--- config.mk ---
export PLATFORM = sky130hd
export DESIGN_NAME = ssxc_top
export DESIGN_NICKNAME = d
export VERILOG_FILES = /design/src/shared/ssxc_pkg.sv /design/src/hw/ssxc_top.sv /design/src/hw/ssxc_reg_store.sv
export SDC_FILE = /design/constraint.sdc
export NUM_CORES = 1
export LEC_CHECK = 0
export BUFFER_PORTS_ARGS = -buffer_cell sky130_fd_sc_hd__buf_4
export CAP_MARGIN = 10
export CORE_MARGIN = 2
export CORE_UTILIZATION = 25
export DETAILED_ROUTE_END_ITERATION = 12
export HOLD_SLACK_MARGIN = 0.15
export PLACE_DENSITY_LB_ADDON = 0.3
export SLEW_MARGIN = 20
export SYNTH_ARGS = -nofsm -noshare
export SYNTH_HDL_FRONTEND = slang
export SYNTH_SLANG_ARGS = --single-unit
--- constraint.sdc ---
create_clock -name sys_clk -period 7.4 [get_ports sys_clk]
set_clock_uncertainty 0.2 [all_clocks]
set_input_delay 0 -clock sys_clk [delete_from_list [all_inputs] [get_ports sys_clk]]
set_output_delay 0 -clock sys_clk [all_outputs]
set_load 0.01 [all_outputs]
--- src/shared/ssxc_pkg.sv ---
// Purpose: Constants for the sub-CPU serial port and transfer control
// Assumes: 5-bit register pointer, 8-bit registers
// Notes: Chain runs are given by first and last pointer values
package ssxc_pkg;
    // Link framing
    localparam int unsigned SSXC_BYTE_BITS = 8;
    localparam logic [2:0] SSXC_LAST_BIT = 3'h7;
    // Address byte fields
    localparam int unsigned SSXC_AB_SELECT = 7;
    localparam int unsigned SSXC_AB_MODE = 6;
    localparam int unsigned SSXC_AB_REG_HI = 5;
    localparam int unsigned SSXC_AB_REG_LO = 1;
    localparam int unsigned SSXC_AB_DIR = 0;
    // Register pointer values
    localparam logic [4:0] SSXC_PTR_PORT = 5'h00;
    localparam logic [4:0] SSXC_PTR_INTERFACE_STATUS = 5'h01;
    localparam logic [4:0] SSXC_PTR_XFER_CTRL = 5'h1c;
    localparam logic [4:0] SSXC_PTR_WRAP_LO = 5'h0f;
    localparam logic [4:0] SSXC_PTR_WRAP_HI = 5'h1f;
    // Read chain runs
    localparam logic [4:0] SSXC_RD_RUN1_FIRST = 5'h01;
    localparam logic [4:0] SSXC_RD_RUN1_LAST = 5'h11;
    localparam logic [4:0] SSXC_RD_RUN2_FIRST = 5'h12;
    localparam logic [4:0] SSXC_RD_RUN2_LAST = 5'h17;
    // Write chain runs, the first jumps to address 21
    localparam logic [4:0] SSXC_WR_RUN1_FIRST = 5'h01;
    localparam logic [4:0] SSXC_WR_RUN1_LAST = 5'h12;
    localparam logic [4:0] SSXC_WR_RUN2_FIRST = 5'h15;
    localparam logic [4:0] SSXC_WR_RUN2_LAST = 5'h1f;
    // Transfer control register fields and reset
    localparam int unsigned SSXC_XC_BURST = 6;
    localparam int unsigned SSXC_XC_DMA = 5;
    localparam int unsigned SSXC_XC_IRQEN = 4;
    localparam int unsigned SSXC_XC_DRV = 3;
    localparam int unsigned SSXC_XC_ROUTE_HI = 2;
    localparam logic [7:0] SSXC_XC_WMASK = 8'h7f;
    localparam logic [7:0] SSXC_XC_RESET = 8'h08;
    // Transfer routes
    localparam logic [2:0] SSXC_RT_MEM_HOST = 3'h0;
    localparam logic [2:0] SSXC_RT_HOST_MEM = 3'h1;
    localparam logic [2:0] SSXC_RT_HOST_SUB = 3'h4;
    localparam logic [2:0] SSXC_RT_SUB_HOST = 3'h5;
    // Byte limits per route
    localparam logic [15:0] SSXC_MAX_ATAPI = 16'hffff;
    localparam logic [15:0] SSXC_MAX_LEGACY = 16'h7fff;
    localparam logic [15:0] SSXC_MAX_FIXED = 16'h000c;
    localparam logic [15:0] SSXC_MAX_NONE = 16'h0000;
    // Link state machine
    typedef enum logic [2:0] {
        SSXC_IDLE = 3'b000,
        SSXC_ADDR = 3'b001,
        SSXC_WDATA = 3'b010,
        SSXC_RDATA = 3'b011,
        SSXC_IGNORE = 3'b100
    } ssxc_state_type;
endpackage

--- src/hw/ssxc_top.sv ---
// Purpose: Sub-CPU serial register port and transfer control register
// Assumes: Link pins are slow against sys_clk (bit clock near 5 MHz)
// Notes: Open-collector data line, only ever pulled low
// What this block does
// RL1 - Burst bit picks single or multi word
// RL2 - Method bit picks DMA or programmed I/O
// RL3 - Enable bit gates sub-CPU transfer interrupt
// RL4 - Three-bit route field selects transfer path
// RL5 - Host to sub-CPU: PIO, twelve bytes
// RL6 - Legacy modes allow only four routes; not enforced, atapi_mode only picks the limit for routes 0 and 1
// RL7 - Link uses sync, open-collector data, clock
// RL8 - Sync pulse, then eight-bit address byte
// RL9 - Address bit 7 set means ignore
// RL10 - Pointer advances after every byte
// RL11 - Mode zero increments, wraps, sticks at zero
// RL12 - Mode one reads follow read chain
// RL13 - Mode one writes follow write chain
// RL14 - Address field loads the pointer
// RL15 - Address bit 0 gives direction
// RL16 - Reset clears control, drive number one
// RL17 - Selected only when drive bits match
// RL18 - MSB first, sample rise, change fall
// RL19 - Reserved control bit reads zero
`timescale 1ns/10ps
`default_nettype none
module ssxc_top
    import ssxc_pkg::*;
(
    // Clock and reset
    input wire logic sys_clk,
    input wire logic sys_rst,
    // Serial link pins
    input wire logic frame_sync,
    input wire logic bit_clk,
    input wire logic sda_in,
    output logic sda_out,
    output logic sda_oe,
    // Host side status
    input wire logic atapi_mode,
    input wire logic host_drive_select,
    input wire logic sub_xfer_event,
    // Transfer control outputs
    output logic burst_style_sel,
    output logic dma_not_pio,
    output logic sub_irq_en,
    output logic own_drive_number,
    output logic [2:0] transfer_route,
    output logic route_reserved,
    output logic route_pio_only,
    output logic [15:0] route_max_bytes,
    output logic dma_active,
    output logic drive_selected,
    output logic sub_transfer_irq
);
    import ssxc_pkg::*;

    // Pin synchronisers and filtered levels
    logic [2:0] pin_s1_q, pin_s2_q, pin_s3_q, pin_f_q, pin_f_d;
    logic [2:0] pin_f_old_q;
    // Link state
    ssxc_state_type state_q, state_d;
    logic [2:0] bit_cnt_q;
    logic [7:0] shift_q;
    logic [4:0] ptr_q;
    logic mode_q;
    logic [7:0] xc_q;
    logic [7:0] tx_byte_q;
    logic tx_load_q;
    logic is_interface_status_q;

    // RL7 three link wires
    assign pin_f_d = (pin_s2_q & ~(pin_s2_q ^ pin_s3_q)) | (pin_f_q & (pin_s2_q ^ pin_s3_q));

    // Three stages; a change counts when stages two and three agree
    always_ff @(posedge sys_clk) begin
        if (sys_rst) begin
            pin_s1_q <= 3'h7;
            pin_s2_q <= 3'h7;
            pin_s3_q <= 3'h7;
            pin_f_q <= 3'h7;
            pin_f_old_q <= 3'h7;
        end else begin
            pin_s1_q <= {frame_sync, bit_clk, sda_in};
            pin_s2_q <= pin_s1_q;
            pin_s3_q <= pin_s2_q;
            pin_f_q <= pin_f_d;
            pin_f_old_q <= pin_f_q;
        end
    end

    // Edge events on filtered levels
    wire sync_rise = pin_f_q[2] & ~pin_f_old_q[2];
    wire clk_rise = pin_f_q[1] & ~pin_f_old_q[1];
    wire clk_fall = ~pin_f_q[1] & pin_f_old_q[1];
    wire data_bit = pin_f_q[0];
    wire [7:0] rx_byte = {shift_q[6:0], data_bit};
    wire byte_done = clk_rise && (bit_cnt_q == SSXC_LAST_BIT);

    // RL11 mode zero step
    wire ptr_wraps = (ptr_q == SSXC_PTR_WRAP_LO) || (ptr_q == SSXC_PTR_WRAP_HI);
    wire [4:0] next_lin = (ptr_q == SSXC_PTR_PORT || ptr_wraps) ? SSXC_PTR_PORT :
                          5'(ptr_q + 5'h01);
    // RL12 read chain step
    wire rd_run1 = (ptr_q >= SSXC_RD_RUN1_FIRST) && (ptr_q < SSXC_RD_RUN1_LAST);
    wire rd_run2 = (ptr_q >= SSXC_RD_RUN2_FIRST) && (ptr_q < SSXC_RD_RUN2_LAST);
    wire [4:0] next_rd = (rd_run1 || rd_run2) ? 5'(ptr_q + 5'h01) : SSXC_PTR_PORT;
    // RL13 write chain step
    wire wr_run1 = (ptr_q >= SSXC_WR_RUN1_FIRST) && (ptr_q < SSXC_WR_RUN1_LAST);
    wire wr_run2 = (ptr_q >= SSXC_WR_RUN2_FIRST) && (ptr_q < SSXC_WR_RUN2_LAST);
    wire [4:0] next_wr = (ptr_q == SSXC_WR_RUN1_LAST) ? SSXC_WR_RUN2_FIRST :
                         (wr_run1 || wr_run2) ? 5'(ptr_q + 5'h01) : SSXC_PTR_PORT;
    // RL10 policy chosen by address mode
    wire [4:0] next_ptr = !mode_q ? next_lin :
                          (state_q == SSXC_RDATA) ? next_rd : next_wr;

    // Address byte decode
    wire ab_done = byte_done && (state_q == SSXC_ADDR);
    wire ab_for_us = ~rx_byte[SSXC_AB_SELECT];
    wire ab_read = rx_byte[SSXC_AB_DIR];
    wire [4:0] ab_reg = rx_byte[SSXC_AB_REG_HI:SSXC_AB_REG_LO];

    // Write of a received data byte
    wire wdata_done = byte_done && (state_q == SSXC_WDATA);
    wire wr_ctrl = wdata_done && (ptr_q == SSXC_PTR_XFER_CTRL);
    wire mem_we = wdata_done && !wr_ctrl;
    // Read requests: after a read address byte and after each sent byte
    wire rdata_done = byte_done && (state_q == SSXC_RDATA);
    wire ab_rd_req = ab_done && ab_for_us && ab_read;
    wire mem_re = ab_rd_req || rdata_done;
    wire [4:0] mem_raddr = ab_rd_req ? ab_reg : next_ptr;
    wire [7:0] mem_rdata;
    wire [7:0] interface_status_byte = {drive_selected, dma_active, route_reserved, 2'h0,
                              transfer_route};

    ssxc_reg_store u_store (
        .sys_clk(sys_clk),
        .sys_rst(sys_rst),
        .wr_en(mem_we),
        .wr_addr(ptr_q),
        .wr_data(rx_byte),
        .rd_en(mem_re),
        .rd_addr(mem_raddr),
        .rd_data_q(mem_rdata)
    );

    // Link sequencing
    always_comb begin
        state_d = state_q;
        // RL8 sync pulse starts a command
        if (sync_rise) begin
            state_d = SSXC_ADDR;
        end else if (ab_done) begin
            // RL9 other device selected
            // RL15 direction from bit 0
            if (!ab_for_us) begin
                state_d = SSXC_IGNORE;
            end else if (ab_read) begin
                state_d = SSXC_RDATA;
            end else begin
                state_d = SSXC_WDATA;
            end
        end
    end

    // State, bit count and receive shift
    always_ff @(posedge sys_clk) begin
        if (sys_rst) begin
            state_q <= SSXC_IDLE;
            bit_cnt_q <= 3'h0;
            shift_q <= 8'h00;
        end else begin
            state_q <= state_d;
            if (sync_rise) begin
                bit_cnt_q <= 3'h0;
            end else if (clk_rise) begin
                bit_cnt_q <= 3'(bit_cnt_q + 3'h1);
                // RL18 sample on rising edge, MSB first
                shift_q <= rx_byte;
            end
        end
    end

    // Pointer and address mode
    always_ff @(posedge sys_clk) begin
        if (sys_rst) begin
            ptr_q <= SSXC_PTR_PORT;
            mode_q <= 1'b0;
        end else if (ab_done && ab_for_us) begin
            // RL14 load pointer from address byte
            ptr_q <= ab_reg;
            mode_q <= rx_byte[SSXC_AB_MODE];
        end else if (wdata_done || rdata_done) begin
            // RL10 advance after each byte
            ptr_q <= next_ptr;
        end
    end

    // Transfer control register
    always_ff @(posedge sys_clk) begin
        if (sys_rst) begin
            // RL16 reset value, drive one
            xc_q <= SSXC_XC_RESET;
        end else if (wr_ctrl) begin
            // RL19 reserved bit held low
            xc_q <= rx_byte & SSXC_XC_WMASK;
        end
    end

    // Transmit byte capture two cycles after each read request
    always_ff @(posedge sys_clk) begin
        if (sys_rst) begin
            tx_load_q <= 1'b0;
            is_interface_status_q <= 1'b0;
            tx_byte_q <= 8'h00;
        end else begin
            tx_load_q <= mem_re;
            is_interface_status_q <= (mem_raddr == SSXC_PTR_INTERFACE_STATUS);
            if (tx_load_q) begin
                tx_byte_q <= is_interface_status_q ? interface_status_byte : mem_rdata;
            end
        end
    end

    // Data line drive; released outside a read of our own
    always_ff @(posedge sys_clk) begin
        if (sys_rst) begin
            sda_out <= 1'b0;
            sda_oe <= 1'b0;
        end else if (state_d != SSXC_RDATA) begin
            // RL9 never drive when not addressed
            sda_oe <= 1'b0;
        end else if (clk_fall) begin
            // RL18 change after falling edge
            sda_oe <= ~tx_byte_q[3'(SSXC_LAST_BIT - bit_cnt_q)];
        end
    end

    // Route decode
    wire [2:0] route = xc_q[SSXC_XC_ROUTE_HI:0];
    // RL4 reserved 11x codes
    wire route_res_w = route[2] & route[1];
    // RL5 host to sub-CPU is PIO only
    wire pio_only_w = (route == SSXC_RT_HOST_SUB);
    wire host_mem_w = (route == SSXC_RT_MEM_HOST) || (route == SSXC_RT_HOST_MEM);
    wire fixed_w = pio_only_w || (route == SSXC_RT_SUB_HOST);
    // RL4 limit depends on host mode
    // RL5 twelve bytes, byte count ignored
    wire [15:0] max_w = host_mem_w ? (atapi_mode ? SSXC_MAX_ATAPI : SSXC_MAX_LEGACY) :
                        fixed_w ? SSXC_MAX_FIXED : SSXC_MAX_NONE;
    // RL2 DMA unless PIO-only or reserved route
    wire dma_w = xc_q[SSXC_XC_DMA] && !pio_only_w && !route_res_w;

    // Registered control outputs
    always_ff @(posedge sys_clk) begin
        if (sys_rst) begin
            burst_style_sel <= 1'b0;
            dma_not_pio <= 1'b0;
            sub_irq_en <= 1'b0;
            own_drive_number <= 1'b1;
            transfer_route <= 3'h0;
            route_reserved <= 1'b0;
            route_pio_only <= 1'b0;
            route_max_bytes <= SSXC_MAX_NONE;
            dma_active <= 1'b0;
            drive_selected <= 1'b0;
            sub_transfer_irq <= 1'b0;
        end else begin
            // RL1 single or multi word burst
            burst_style_sel <= xc_q[SSXC_XC_BURST];
            dma_not_pio <= xc_q[SSXC_XC_DMA];
            sub_irq_en <= xc_q[SSXC_XC_IRQEN];
            own_drive_number <= xc_q[SSXC_XC_DRV];
            transfer_route <= route;
            route_reserved <= route_res_w;
            route_pio_only <= pio_only_w;
            route_max_bytes <= max_w;
            dma_active <= dma_w;
            // RL17 drive bits must match
            drive_selected <= (host_drive_select == xc_q[SSXC_XC_DRV]);
            // RL3 interrupt masked when disabled
            sub_transfer_irq <= sub_xfer_event & xc_q[SSXC_XC_IRQEN];
        end
    end
endmodule
`default_nettype wire

--- src/hw/ssxc_reg_store.sv ---
// Purpose: Register storage behind the serial pointer
// Assumes: One write and one read port on sys_clk
// Notes: Read data come out of a register one cycle after the request
`timescale 1ns/10ps
`default_nettype none
module ssxc_reg_store (
    // Clock and reset
    input wire logic sys_clk,
    input wire logic sys_rst,
    // Write port
    input wire logic wr_en,
    input wire logic [4:0] wr_addr,
    input wire logic [7:0] wr_data,
    // Read port
    input wire logic rd_en,
    input wire logic [4:0] rd_addr,
    output logic [7:0] rd_data_q
);
    logic [7:0] mem [32];

    // Storage, no reset needed
    always_ff @(posedge sys_clk) begin
        if (wr_en) begin
            mem[wr_addr] <= wr_data;
        end
    end

    // Registered read data
    always_ff @(posedge sys_clk) begin
        if (sys_rst) begin
            rd_data_q <= 8'h00;
        end else if (rd_en) begin
            rd_data_q <= mem[rd_addr];
        end
    end
endmodule
`default_nettype wire

After elaboration in Yosys (flattened, before gate mapping)

Memories as Yosys holds them, arrays and structs flattened. A register that Yosys moved wholly into a read port is not among the register bits.
Cells that the tools add are included.

Register bits: 80
Memory bits (writable): 256
Output and inout port bits: 30
Memories kept: 1

Memories:

| name        | words | bits a word | rd ports | clocked after memory_dff | write ports | RTL line             | RTL |
|---|---|---|---|---|---|---|---|
| u_store.mem | 32    | 8           | 1        | 1                        | 1           | ssxc_reg_store.sv:19 | `logic [7:0] mem [32];` |

Add/subtract/negate cells: 3
$lt $le $gt $ge: 8
Equal/unequal tests: 14
Multiplexer cells: 21
Bitwise logic cells: 16
Reductions and logical operators: 31

Operators by type and width:

| cell                | number |
|---|---|
| $mux 5              | 9 |
| $mux 16             | 2 |
| $lt 5x5->1 const B  | 4 |
| $eq 5x5->1 const B  | 3 |
| $logic_and 1x1->1   | 14 |
| $ge 5x5->1 const B  | 2 |
| $eq 3x3->1 const B  | 3 |
| $mux 3              | 3 |
| $logic_or 1x1->1    | 8 |
| $mux 8              | 1 |
| $and 3x3->3         | 2 |
| $eq 3x1->1 const B  | 2 |
| $eq 3x2->1 const B  | 2 |
| $not 1->1           | 6 |
| $add 5x1->5 const B | 1 |
| $and 1x1->1         | 5 |
| $eq 5x1->1 const B  | 1 |
| $eq 5x4->1 const B  | 1 |
| $ge 5x1->1 const B  | 1 |
| $logic_not 5->1     | 1 |
| $lt 3x4->1 const B  | 1 |
| $mux 1              | 4 |
| $mux 4              | 1 |
| $reduce_or 2->1     | 2 |
| other kinds (12)    | 14 |

Longest topological paths before layout

Gate-level depths: netlist of run 1.

Depth in word-level cells: 9
Depth in mapped cells: 16
Gate-level depth less buffers: 12

Cells and area by module

A second synthesis of run 1 with hierarchy kept.

Cell total of the unflattened synthesis: 920
Area total of the unflattened synthesis: 13369.1 µm²

Modules (own cells, without submodules):

| module         | instances | cells an instance | area an instance (µm²) | seq. area each (µm²) |
|---|---|---|---|---|
| ssxc_reg_store | 1         | 601               | 10382.5                | 7847.5 |
| ssxc_top       | 1         | 319               | 2986.6                 | 1341.3 |

Worst setup path after synthesis of run 1

OpenSTA, ideal clock, no wires.

Kind: register -> register
Start point: reg ptr_q[2]
End point: reg u_store.rd_data_q[7], read port of u_store.mem
Arrival: 3282 ps
Path slack: 3801 ps
Stages on the path, launching flop included: 16
Buffers on the path: 4
Clock period less this slack: 3599 ps
Cells stage by stage: dfxtp_1 -> buf_2 -> clkbuf_1 -> and3_1 -> ha_1 -> or3_1 -> a211oi_1 -> mux2i_1 -> o21ai_1 -> buf_2 -> buf_2 -> mux2i_1 -> nor2_1 -> o32ai_1 -> o21ai_0 -> a32o_1

Longest elaborated chain between the ends: 8
Elaborated cells between the ends (all ways): 27
Classes of those cells: add/sub: 1; order compare: 7; eq/ne: 3; mux: 7; reduce/logical: 9

Ends and longest elaborated chain:

| what                                        | RTL line                         | RTL |
|---|---|---|
| from (decl)                                 | ssxc_top.sv:64                   | `logic [4:0] ptr_q;` |
| from (signal assigned)                      | ssxc_top.sv:190                  | `ptr_q <= ab_reg;` |
| from (signal assigned)                      | ssxc_top.sv:194                  | `ptr_q <= next_ptr;` |
| $ge 5x1->1, or another cell as far along    | ssxc_top.sv:104, ssxc_top.sv:108 |  |
| $logic_and 1x1->1, on equally long branches | ssxc_top.sv:108, ssxc_top.sv:109 |  |
| $logic_or 1x1->1                            | ssxc_top.sv:111                  | `(wr_run1 \|\| wr_run2) ? 5'(ptr_q + 5'h01) : SSXC_PTR_PORT;` |
| $mux 5                                      | ssxc_top.sv:111                  |  |
| $mux 5                                      | ssxc_top.sv:110                  | `wire [4:0] next_wr = (ptr_q == SSXC_WR_RUN1_LAST) ? SSXC_WR_RUN2_FIRST :` |
| $mux 5                                      | ssxc_top.sv:114                  | `(state_q == SSXC_RDATA) ? next_rd : next_wr;` |
| $mux 5 *                                    | ssxc_top.sv:113                  | `wire [4:0] next_ptr = !mode_q ? next_lin :` |
| $mux 5 *                                    | ssxc_top.sv:130                  | `wire [4:0] mem_raddr = ab_rd_req ? ab_reg : next_ptr;` |
| to (decl)                                   | ssxc_reg_store.sv:17             | `output logic [7:0] rd_data_q` |

Mark *: on every way between the ends. The rest lies on a longest branch, timed or not.
A chain may end at the register's enable or synchronous reset.

Worst setup path in the final report of run 1

Start point: reg ptr_q[0]
End point: reg u_store.rd_data_q[5], read port of u_store.mem

Same word-level chain as after synthesis.

==> results of run 1 <==
## where the power goes
part           switching [mW]  total [mW]  internal, mW
clock network           0.727        1.77          1.04
logic                  0.0153      0.0327        0.0174
registers             0.00269        1.98          1.98
total                   0.745        3.78          3.04
## flip-flops by register name (all words and copies together), names as in the netlist, 4 cells and up, named ones only
register	cells
u_store.mem	256
tx_byte_q	8
u_store.rd_data_q	8
shift_q	7
xc_q	7
ptr_q	5
route_max_bytes	4
## cells in the mapped netlist (all sizes together) (6+ instances only)
cell,instances,area share [%]
nor4,7,0.79
or2,13,0.59
mux2,9,0.73
o21a,8,0.43
nand3,57,2.1
o21ai,16,0.66
nand2,131,3.5
clkbuf,25,0.68
dfxtp,75,11
o41ai,8,0.51
edfxtp,256,55
a211oi,41,2.2
nor2,81,2.2
buf,42,1.9
and3,19,0.86
inv,7,0.19
a21oi,28,1.0
o32ai,7,0.44
nor3,11,0.43
o211ai,8,0.43
nand2b,8,0.36
ha,8,0.72
o22ai,7,0.32
nor2b,13,0.59
mux2i,85,6.1
and2,22,0.99
o31ai,6,0.42
## critical path, delay by kind of cell (launching register included)
family / cells / cell delay, ns
compound gates: 6 / 1.72
buf+inv: 2 / 0.96
mux: 1 / 0.14
simple gates: 3 / 0.82
fa+ha+maj: 2 / 0.46
flops: 1 / 0.42
## routing by layer
metal  part of all wire [%]  vias to the layer above
li1                       -                     4068
met1                     47                     4322
met2                     45                      251
met3                    6.0                       66
met4                    2.4                        2
met5                  0.037                        -
## metrics by stage
| stage | cell area [sq um] | power (mW) | worst slack (ns) | hold WS, ns |
|---|---|---|---|---|
| after floorplan | 13900 | 2.04 | 3.80 | -0.0962 |
| after global placement | 14900 | 2.05 | 2.69 | -0.0130 |
| after detailed placement | 14900 | 2.05 | 2.63 | -0.0116 |
| after CTS | 16200 | 3.82 | 2.62 | 0.192 |
| after global routing | 16200 | 3.90 | 2.24 | 0.197 |
| final | 16200 | 3.78 | 2.58 | 0.190 |
## cell type report
type,instances,area share (%)
Clock buffer,54,6.36
Clock inverter,15,0.763
Inverter,7,0.162
Multi-Input combinational cell,668,26.7
Sequential cell,331,56.6
Tap cell,748,5.77
Timing Repair Buffer,72,3.62
## path summary, 6_finish.rpt
path	startpoint	to	slack (ns)	depth (start not counted)
worst max-delay path	ptr_q[0]	u_store.rd_data_q[5]	2.58	14
worst min register to register	pin_s1_q[0]	pin_s2_q[0]	0.19	1
worst min-delay path	pin_s1_q[0]	pin_s2_q[0]	0.19	1
worst max register to register	ptr_q[0]	u_store.rd_data_q[5]	2.58	14
## logic make-up after synthesis
| logic type | synth area share, % |
|---|---|
| compound gates | 8.87 |
| xor+xnor | 0.253 |
| fa+ha+maj | 0.722 |
| buf+inv | 2.77 |
| flops | 66.3 |
| mux | 7.20 |
| other cells | 0.0271 |
| simple gates | 13.8 |
==> qor.yml, run 1 <==
run_status:
  status: "completed"
synthesis:
  yosysWarnings: 0
  synthArstFlopShare_pct: 0
  ys_seq_area_share_pct: 66.3
  ys_seq_elements: 331
  syn_area_sq_um: 13900
  synthCells: 1065
  synth_ff_type: "edfxtp_1"
  postSynthAreaPerCell_sq_um: 13.0
  synth_edf_count: 256
  synth.distinct_cells: 74
cts:
  cts_hold_buffers: 19
  cts_max_path_buffers: 3
  cts_tree: "built"
  cts_buffers: 38
  ctsResizeCount: 0
  clk_latency_ns: 0.53
  cts_sinks: 331
  cts_root_buf: "clkbuf_16"
  clk_transition_reported_paths_ns: 0.06
  cts_setup_buffers: 0
  htree_levels: 2
critical_path:
  end_kind: "flop"
  required_ns: 7.63
  critical_path_peak_fanout: 48
  cp_cell_sequence: "ha_1 -> and3_1 -> ha_1 -> or3_1 -> a211oi_1 -> mux2i_1 -> buf_4 -> o21ai_4 -> buf_4 -> and2_1 -> a211oi_1 -> o21ai_0 -> o211ai_1 -> o41ai_1"
  crit_type: "reg -> reg"
  crit_path_top_delay_cell: "buf_4"
  crit_path_start_kind: "flop"
  cp.arrival_ns: 5.05
  slowest_delay_ns: 0.73
floorplanning:
  pin_count: 38
  initial_utilization_pct: 25.2
  die_x_um: 239
  die_h_um: 239
  core_area_sq_um: 55000
  rows: 86
  die_area_sq_um: 57300
timing:
  maxSlewHeadroom_pct: 29.4
  fmax_ghz: 0.208
  rsz0062_at_grt: "false"
  drv_slew: 0
  setup_violations: 0
  post-route-min-period_ns: 4.82
  tightest_slew_ns: 1.06
  hold_viol: 0
  fin_crit_sh_pct: 65.1
  finalSetupTns_ns: 0
finish:
  area_delta_synth_final_pct: 17.1
  stdcell_count: 1895
  layout.nets: 1134
  drive_gt1_share_pct: 12.3
  utilization_pct: 29.5
  ff_latch_area_sq_um: 9190
  fillers: 5539
  n_antenna_cell: 0
  multi_input_area_sq_um: 4330
  final_common_cell: "edfxtp_1"
  final_cell_mix: "edfxtp_1 (256), nand2_1 (131), mux2i_1 (85), nor2_1 (80), dfxtp_1 (75)"
place:
  gp_congestion: 0.828
  dp.final_hpwl_um: 21900
  dp.cells: 1807
  port_buffers: 36
routing:
  routed_via_density: 4.60
  vias: 8709
  wirelength_um: 35400
  drc_errors: 0
  routedWlPerCell_um: 18.7
  drtIter0Drc: 718
  drt_pre_antenna_iters: 5
  antenna_left: 0
grt:
  antenna_found_initial: 1
  grt_max_degree: 59
  grt_pass1_wl_um: 53600
  gr-usage-met3_pct: 2.56
  grt_use_total_pct: 12.3
  grt_most_used_layer: "met2"
  met2_usage_pct: 19.1
  grt_pass1_vias: 8524
  met1_usage_pct: 17.2
  grt_overflow: 0
pwr:
  ir_drop_mv: 0.149
  p_leak_nw: 5.23
  powerDensity_nw_per_um2: 233
worst_hold_path:
  hold_class: "reg -> reg"
job:
  max_cap_violations: 0
Note: power is estimated with default switching activity, not from simulation.
==> run 2, diff against run 1 <==
==> constraint.sdc (replaced) <==
create_clock -name sys_clk -period 4.9 [get_ports sys_clk]
set_clock_uncertainty 0.2 [all_clocks]
set_input_delay 0 -clock sys_clk [delete_from_list [all_inputs] [get_ports sys_clk]]
set_output_delay 0 -clock sys_clk [all_outputs]
set_load 0.01 [all_outputs]
==> qor.yml, run 2 (synthesized netlist as in run 1, its figures left out) <==
run_status:
  status: "completed"
routing:
  routed_via_density: 4.57
  antenna_left: 0
  drc_errors: 0
  drt_pre_antenna_iters: 4
  routedWlPerCell_um: 18.4
  drtIter0Drc: 700
  wirelength_um: 34900
  vias: 8675
critical_path:
  cp.arrival_ns: 4.53
  end_kind: "flop"
  crit_type: "reg -> reg"
  reg2reg_setup_slack_ns: 0.59
  r2r_end: "u_store.rd_data_q[6]"
  reg2regPathDepth: 10
  critical_path_peak_fanout: 40
  crit_path_start_kind: "flop"
  required_ns: 5.12
  rr_startpoint: "ptr_q[4]"
grt:
  grt_use_total_pct: 12.2
  grt_overflow: 0
  antenna_found_initial: 0
  grt_pass1_vias: 8458
  grt_max_degree: 59
  grt_pass1_wl_um: 53000
timing:
  fin_crit_sh_pct: 88.0
  fmax_ghz: 0.232
  finalSetupTns_ns: 0
  post-route-min-period_ns: 4.31
  rsz0062_at_grt: "false"
  maxSlewHeadroom_pct: 31.2
  drv_slew: 0
  hold_viol: 0
  tightest_slew_ns: 1.03
  setup_violations: 0
worst_hold_path:
  holdPathEnd: "pin_s2_q[2]"
  min_path_cells: 1
  holdCritStartpoint: "pin_s1_q[2]"
  hold_class: "reg -> reg"
pwr:
  ir_drop_mv: 0.226
  p_switching_mw: 1.10
  powerDensity_nw_per_um2: 344
  p_sw_share_pct: 19.6
  p_int_mw: 4.51
  pwr-share-seq_pct: 53.4
  pwr-share-clk_pct: 45.7
  p_leak_nw: 5.26
  power_frac_comb_pct: 0.9
  fin_total_pwr_mw: 5.61
finish:
  fillers: 5597
  reg_top3: "u_store.mem x256, tx_byte_q x8, u_store.rd_data_q x8"
  area_delta_synth_final_pct: 17.6
  final_common_cell: "edfxtp_1"
  largest_register_ffs: 256
  stdcell_count: 1898
  n_antenna_cell: 0
  largest-register: "u_store.mem"
  drive_gt1_share_pct: 13.2
  layout.nets: 1144
  design_area_sq_um: 16300
  final_cell_mix: "edfxtp_1 (256), nand2_1 (131), mux2i_1 (85), nor2_1 (80), dfxtp_1 (75)"
place:
  port_buffers: 36
  dp.cells: 1818
  dp.final_hpwl_um: 22400
  place_area_sq_um: 15000
  gp_congestion: 0.893
cts:
  cts_root_buf: "clkbuf_16"
  ctsResizeCount: 0
  clk_latency_ns: 0.53
  clk_transition_reported_paths_ns: 0.06
  htree_levels: 2
  cts_tree: "built"
  cts_sinks: 331
  cts_max_path_buffers: 3
  cts_buffers: 37
floorplanning:
  die_x_um: 239
  rows: 86
  die_area_sq_um: 57300
  core_area_sq_um: 55000
  initial_utilization_pct: 25.2
  die_h_um: 239
  pin_count: 38
job:
  max_cap_violations: 0
[run 2: cell types whose count changed in the layout (fill, tap and decap cells not counted), sizes merged]
cell      delta
clkinvlp     +2
buf         +11
clkinv       -3
inv          +1
clkbuf       -8
[run 2: per-layer routing]
layer  part of all wire, %  vias up  routed length [um]  track usage (%)
met3                   4.9       49                1730             2.19
met2                    45      240               15700             19.0
li1                      -     4091                   -                -
met5                     0        -                   0                0
met1                    48     4295               16700             17.5
met4                   2.0        0                 699             3.22
[run 2: worst max-delay path by stage]
stage             start                    to  slack (ns)  cells after the start
6_report       ptr_q[4]  u_store.rd_data_q[6]        0.59                     10
5_1_grt        ptr_q[1]  u_store.rd_data_q[5]        0.23                     11
3_3_place_gp   ptr_q[0]  u_store.rd_data_q[6]        0.59                     11
4_1_cts        ptr_q[1]  u_store.rd_data_q[3]        0.59                     11
2_1_floorplan  ptr_q[2]  u_store.rd_data_q[7]        1.30                     15
3_5_place_dp   ptr_q[1]  u_store.rd_data_q[3]        0.63                     11
[run 2: power groups by stage]
stage	sequential [mW]	clock (mW)	combinational, mW
6_report	2.99	2.56	0.0493
5_1_grt	2.99	2.73	0.0543
4_1_cts	2.99	2.62	0.0491
3_5_place_dp	3.05	0	0.0382
3_3_place_gp	3.05	0	0.0384
2_1_floorplan	3.05	0	0.0250
[run 2: what timing repair did]
item | in CTS | in global routing
endpoints found under the setup margin | 0 | 0
hold buffers | 19 | 0
hold endpoints to repair | 66 | 0
setup buffers | 0 | 0
[run 2: through the flow]
stage                     setup WS, ns  hold slack [ns]  util, %
after floorplan                   1.30          -0.0962        -
after global placement           0.592          -0.0131     27.2
after detailed placement         0.627          -0.0123     27.3
after CTS                        0.595            0.206     29.6
after global routing             0.227            0.215     29.6
final                            0.589            0.200     29.6
[run 2: area by class of cell]
type	instances	area (sq um)	share of cell area (%)
sequential	331	9190	56.4
multi-input combinational	668	4330	26.6
clock buffer	46	960	5.89
tap	748	936	5.74
timing repair buffer	83	716	4.39
clock inverter	15	139	0.852
inverter	7	26.3	0.161
[run 2: worst max-delay path, cell delays in order (launching register included)]
cell and delay [ns]:
dfxtp_1 0.73, nor2b_1 0.45, and3_1 0.27, nor2_1 0.08
o221a_4 0.34, o21ai_4 0.63, buf_12 0.33, mux2i_1 0.29
o32ai_1 0.14, o21a_1 0.29, o41ai_1 0.41
==> run 3, diff against run 2 <==
--- a/config.mk
+++ b/config.mk
@@ -8,8 +8,9 @@
 export BUFFER_PORTS_ARGS = -buffer_cell sky130_fd_sc_hd__buf_4
 export CAP_MARGIN = 10
 export CORE_MARGIN = 2
-export CORE_UTILIZATION = 25
+export CORE_UTILIZATION = 60
 export DETAILED_ROUTE_END_ITERATION = 12
+export GPL_ROUTABILITY_DRIVEN = 0
 export HOLD_SLACK_MARGIN = 0.15
 export PLACE_DENSITY_LB_ADDON = 0.3
 export SLEW_MARGIN = 20
==> qor.yml, run 3 (synthesized netlist as in run 1, its figures left out) <==
run_status:
  status: "completed"
pwr:
  fin_total_pwr_mw: 5.55
  pwr-share-seq_pct: 54.0
  ir_drop_mv: 0.340
  pwr-share-clk_pct: 45.1
  p_int_mw: 4.50
  power_frac_comb_pct: 0.9
  p_sw_share_pct: 18.8
  p_switching_mw: 1.04
  powerDensity_nw_per_um2: 352
  p_leak_nw: 5.30
grt:
  grt_overflow: 0
  grt_use_total_pct: 27.2
  antenna_found_initial: 0
  grt_pass1_wl_um: 50100
  grt_pass1_vias: 8827
  grt_max_degree: 59
finish:
  final_common_cell: "edfxtp_1"
  final_cell_mix: "edfxtp_1 (256), nand2_1 (131), mux2i_1 (85), nor2_1 (80), dfxtp_1 (75)"
  stdcell_count: 1441
  n_antenna_cell: 0
  reg_top3: "u_store.mem x256, tx_byte_q x8, u_store.rd_data_q x8"
  largest_register_ffs: 256
  area_delta_synth_final_pct: 13.6
  utilization_pct: 69.5
  drive_gt1_share_pct: 13.6
  design_area_sq_um: 15700
  largest-register: "u_store.mem"
  layout.nets: 1149
routing:
  drtIter0Drc: 894
  routed_via_density: 6.20
  routedWlPerCell_um: 22.5
  vias: 8941
  drc_errors: 0
  wirelength_um: 32400
  drt_pre_antenna_iters: 5
  antenna_left: 0
floorplanning:
  core_area_sq_um: 22600
  die_x_um: 156
  pin_count: 38
  rows: 55
  die_area_sq_um: 24300
  die_h_um: 156
  initial_utilization_pct: 61.2
critical_path:
  cp.depth: 15
  crit_type: "reg -> reg"
  cp_cell_sequence: "ha_1 -> and3_1 -> ha_1 -> or3_1 -> a211oi_1 -> mux2i_1 -> buf_4 -> o21ai_4 -> buf_16 -> buf_12 -> mux2i_1 -> nor2_1 -> o32ai_1 -> o21ai_0 -> a32o_1"
  startpoint: "ptr_q[0]"
  crit_buf_inv: 3
  critical_path_peak_fanout: 29
  rr_startpoint: "ptr_q[0]"
  critPathTopFamily: "compound AO/OA/AOI/OAI gates"
  crit_end: "u_store.rd_data_q[7]"
  crit_path_top_delay_cell: "o32ai_1"
  reg2regPathDepth: 15
  crit_path_start_kind: "flop"
  required_ns: 5.09
  r2r_end: "u_store.rd_data_q[7]"
  reg2reg_setup_slack_ns: 0.40
  cp.arrival_ns: 4.70
  end_kind: "flop"
  slowest_delay_ns: 0.49
place:
  dp.cells: 1362
  place_area_sq_um: 14500
  dp.final_hpwl_um: 20100
  port_buffers: 36
timing:
  fin_crit_sh_pct: 91.9
  hold_viol: 0
  maxSlewHeadroom_pct: 37.2
  fmax_ghz: 0.222
  drv_slew: 0
  setup_violations: 0
  finalSetupTns_ns: 0
  tightest_slew_ns: 0.939
  post-route-min-period_ns: 4.50
  rsz0062_at_grt: "false"
cts:
  cts_sinks: 331
  cts_root_buf: "clkbuf_16"
  cts_tree: "built"
  cts_max_path_buffers: 3
  clk_latency_ns: 0.51
  htree_levels: 2
  clk_transition_reported_paths_ns: 0.06
  cts_buffers: 35
  ctsResizeCount: 0
job:
  max_cap_violations: 0
worst_hold_path:
  hold_class: "reg -> reg"
run 3: worst reg2reg max path, cell delays in order, from the launching register on:
cell	delay (ns)
dfxtp_1	0.41
ha_1	0.30
and3_1	0.21
ha_1	0.18
or3_1	0.39
a211oi_1	0.37
mux2i_1	0.13
buf_4	0.21
o21ai_4	0.30
buf_16	0.25
buf_12	0.21
mux2i_1	0.22
nor2_1	0.06
o32ai_1	0.49
o21ai_0	0.21
a32o_1	0.27
run 3: repair_timing:
item / 4_1_cts / 5_1_grt
hold endpoints to repair: 65 / 0
hold buffers: 19 / 0
buffers inserted: 0 / 0
run 3: worst min-delay path by stage:
stage,startpoint,to,slack [ns],depth (start not counted)
2_1_floorplan,sda_in,pin_s1_q[0],-0.1,1
3_3_place_gp,frame_sync,pin_s1_q[2],-0.01,2
3_5_place_dp,sda_in,pin_s1_q[0],-0.01,2
4_1_cts,pin_s1_q[0],pin_s2_q[0],0.21,1
5_1_grt,pin_s1_q[1],pin_s2_q[1],0.23,1
6_report,pin_s1_q[0],pin_s2_q[0],0.21,1
run 3: per-stage QoR:
| step | worst slack (ns) | hold slack [ns] |
|---|---|---|
| after global routing | 0.202 | 0.230 |
| final | 0.398 | 0.211 |
| after CTS | 0.454 | 0.213 |
| after global placement | 0.620 | -0.0133 |
| after detailed placement | 0.529 | -0.0103 |
| after floorplan | 1.30 | -0.0962 |
run 3: layout make-up:
type	count	area [sq um]
flip-flops and latches	331	9190
fillers	1525	6890
multi-input cells	668	4330
clock buffers	48	970
repair buffers	90	768
well taps	285	357
clock inverters	12	108
inverters	7	26.3
run 3: power by group through the flow:
stage / clock network [mW] / registers (mW) / logic (mW)
floorplan: 0 / 3.05 / 0.0250
global placement: 0 / 3.05 / 0.0368
detailed placement: 0 / 3.05 / 0.0380
CTS: 2.53 / 2.99 / 0.0490
global route: 2.64 / 2.99 / 0.0544
finish: 2.50 / 2.99 / 0.0500
run 3: routing by layer:
metal | share of wire (%) | GRT usage [%] | vias to the layer above | wire [um]
met5 | 0 | 0 | - | 0
met4 | 4.0 | 12.1 | 0 | 1300
met3 | 8.1 | 5.69 | 88 | 2610
met2 | 47 | 43.0 | 401 | 15300
met1 | 41 | 36.8 | 4346 | 13300
li1 | - | - | 4106 | -
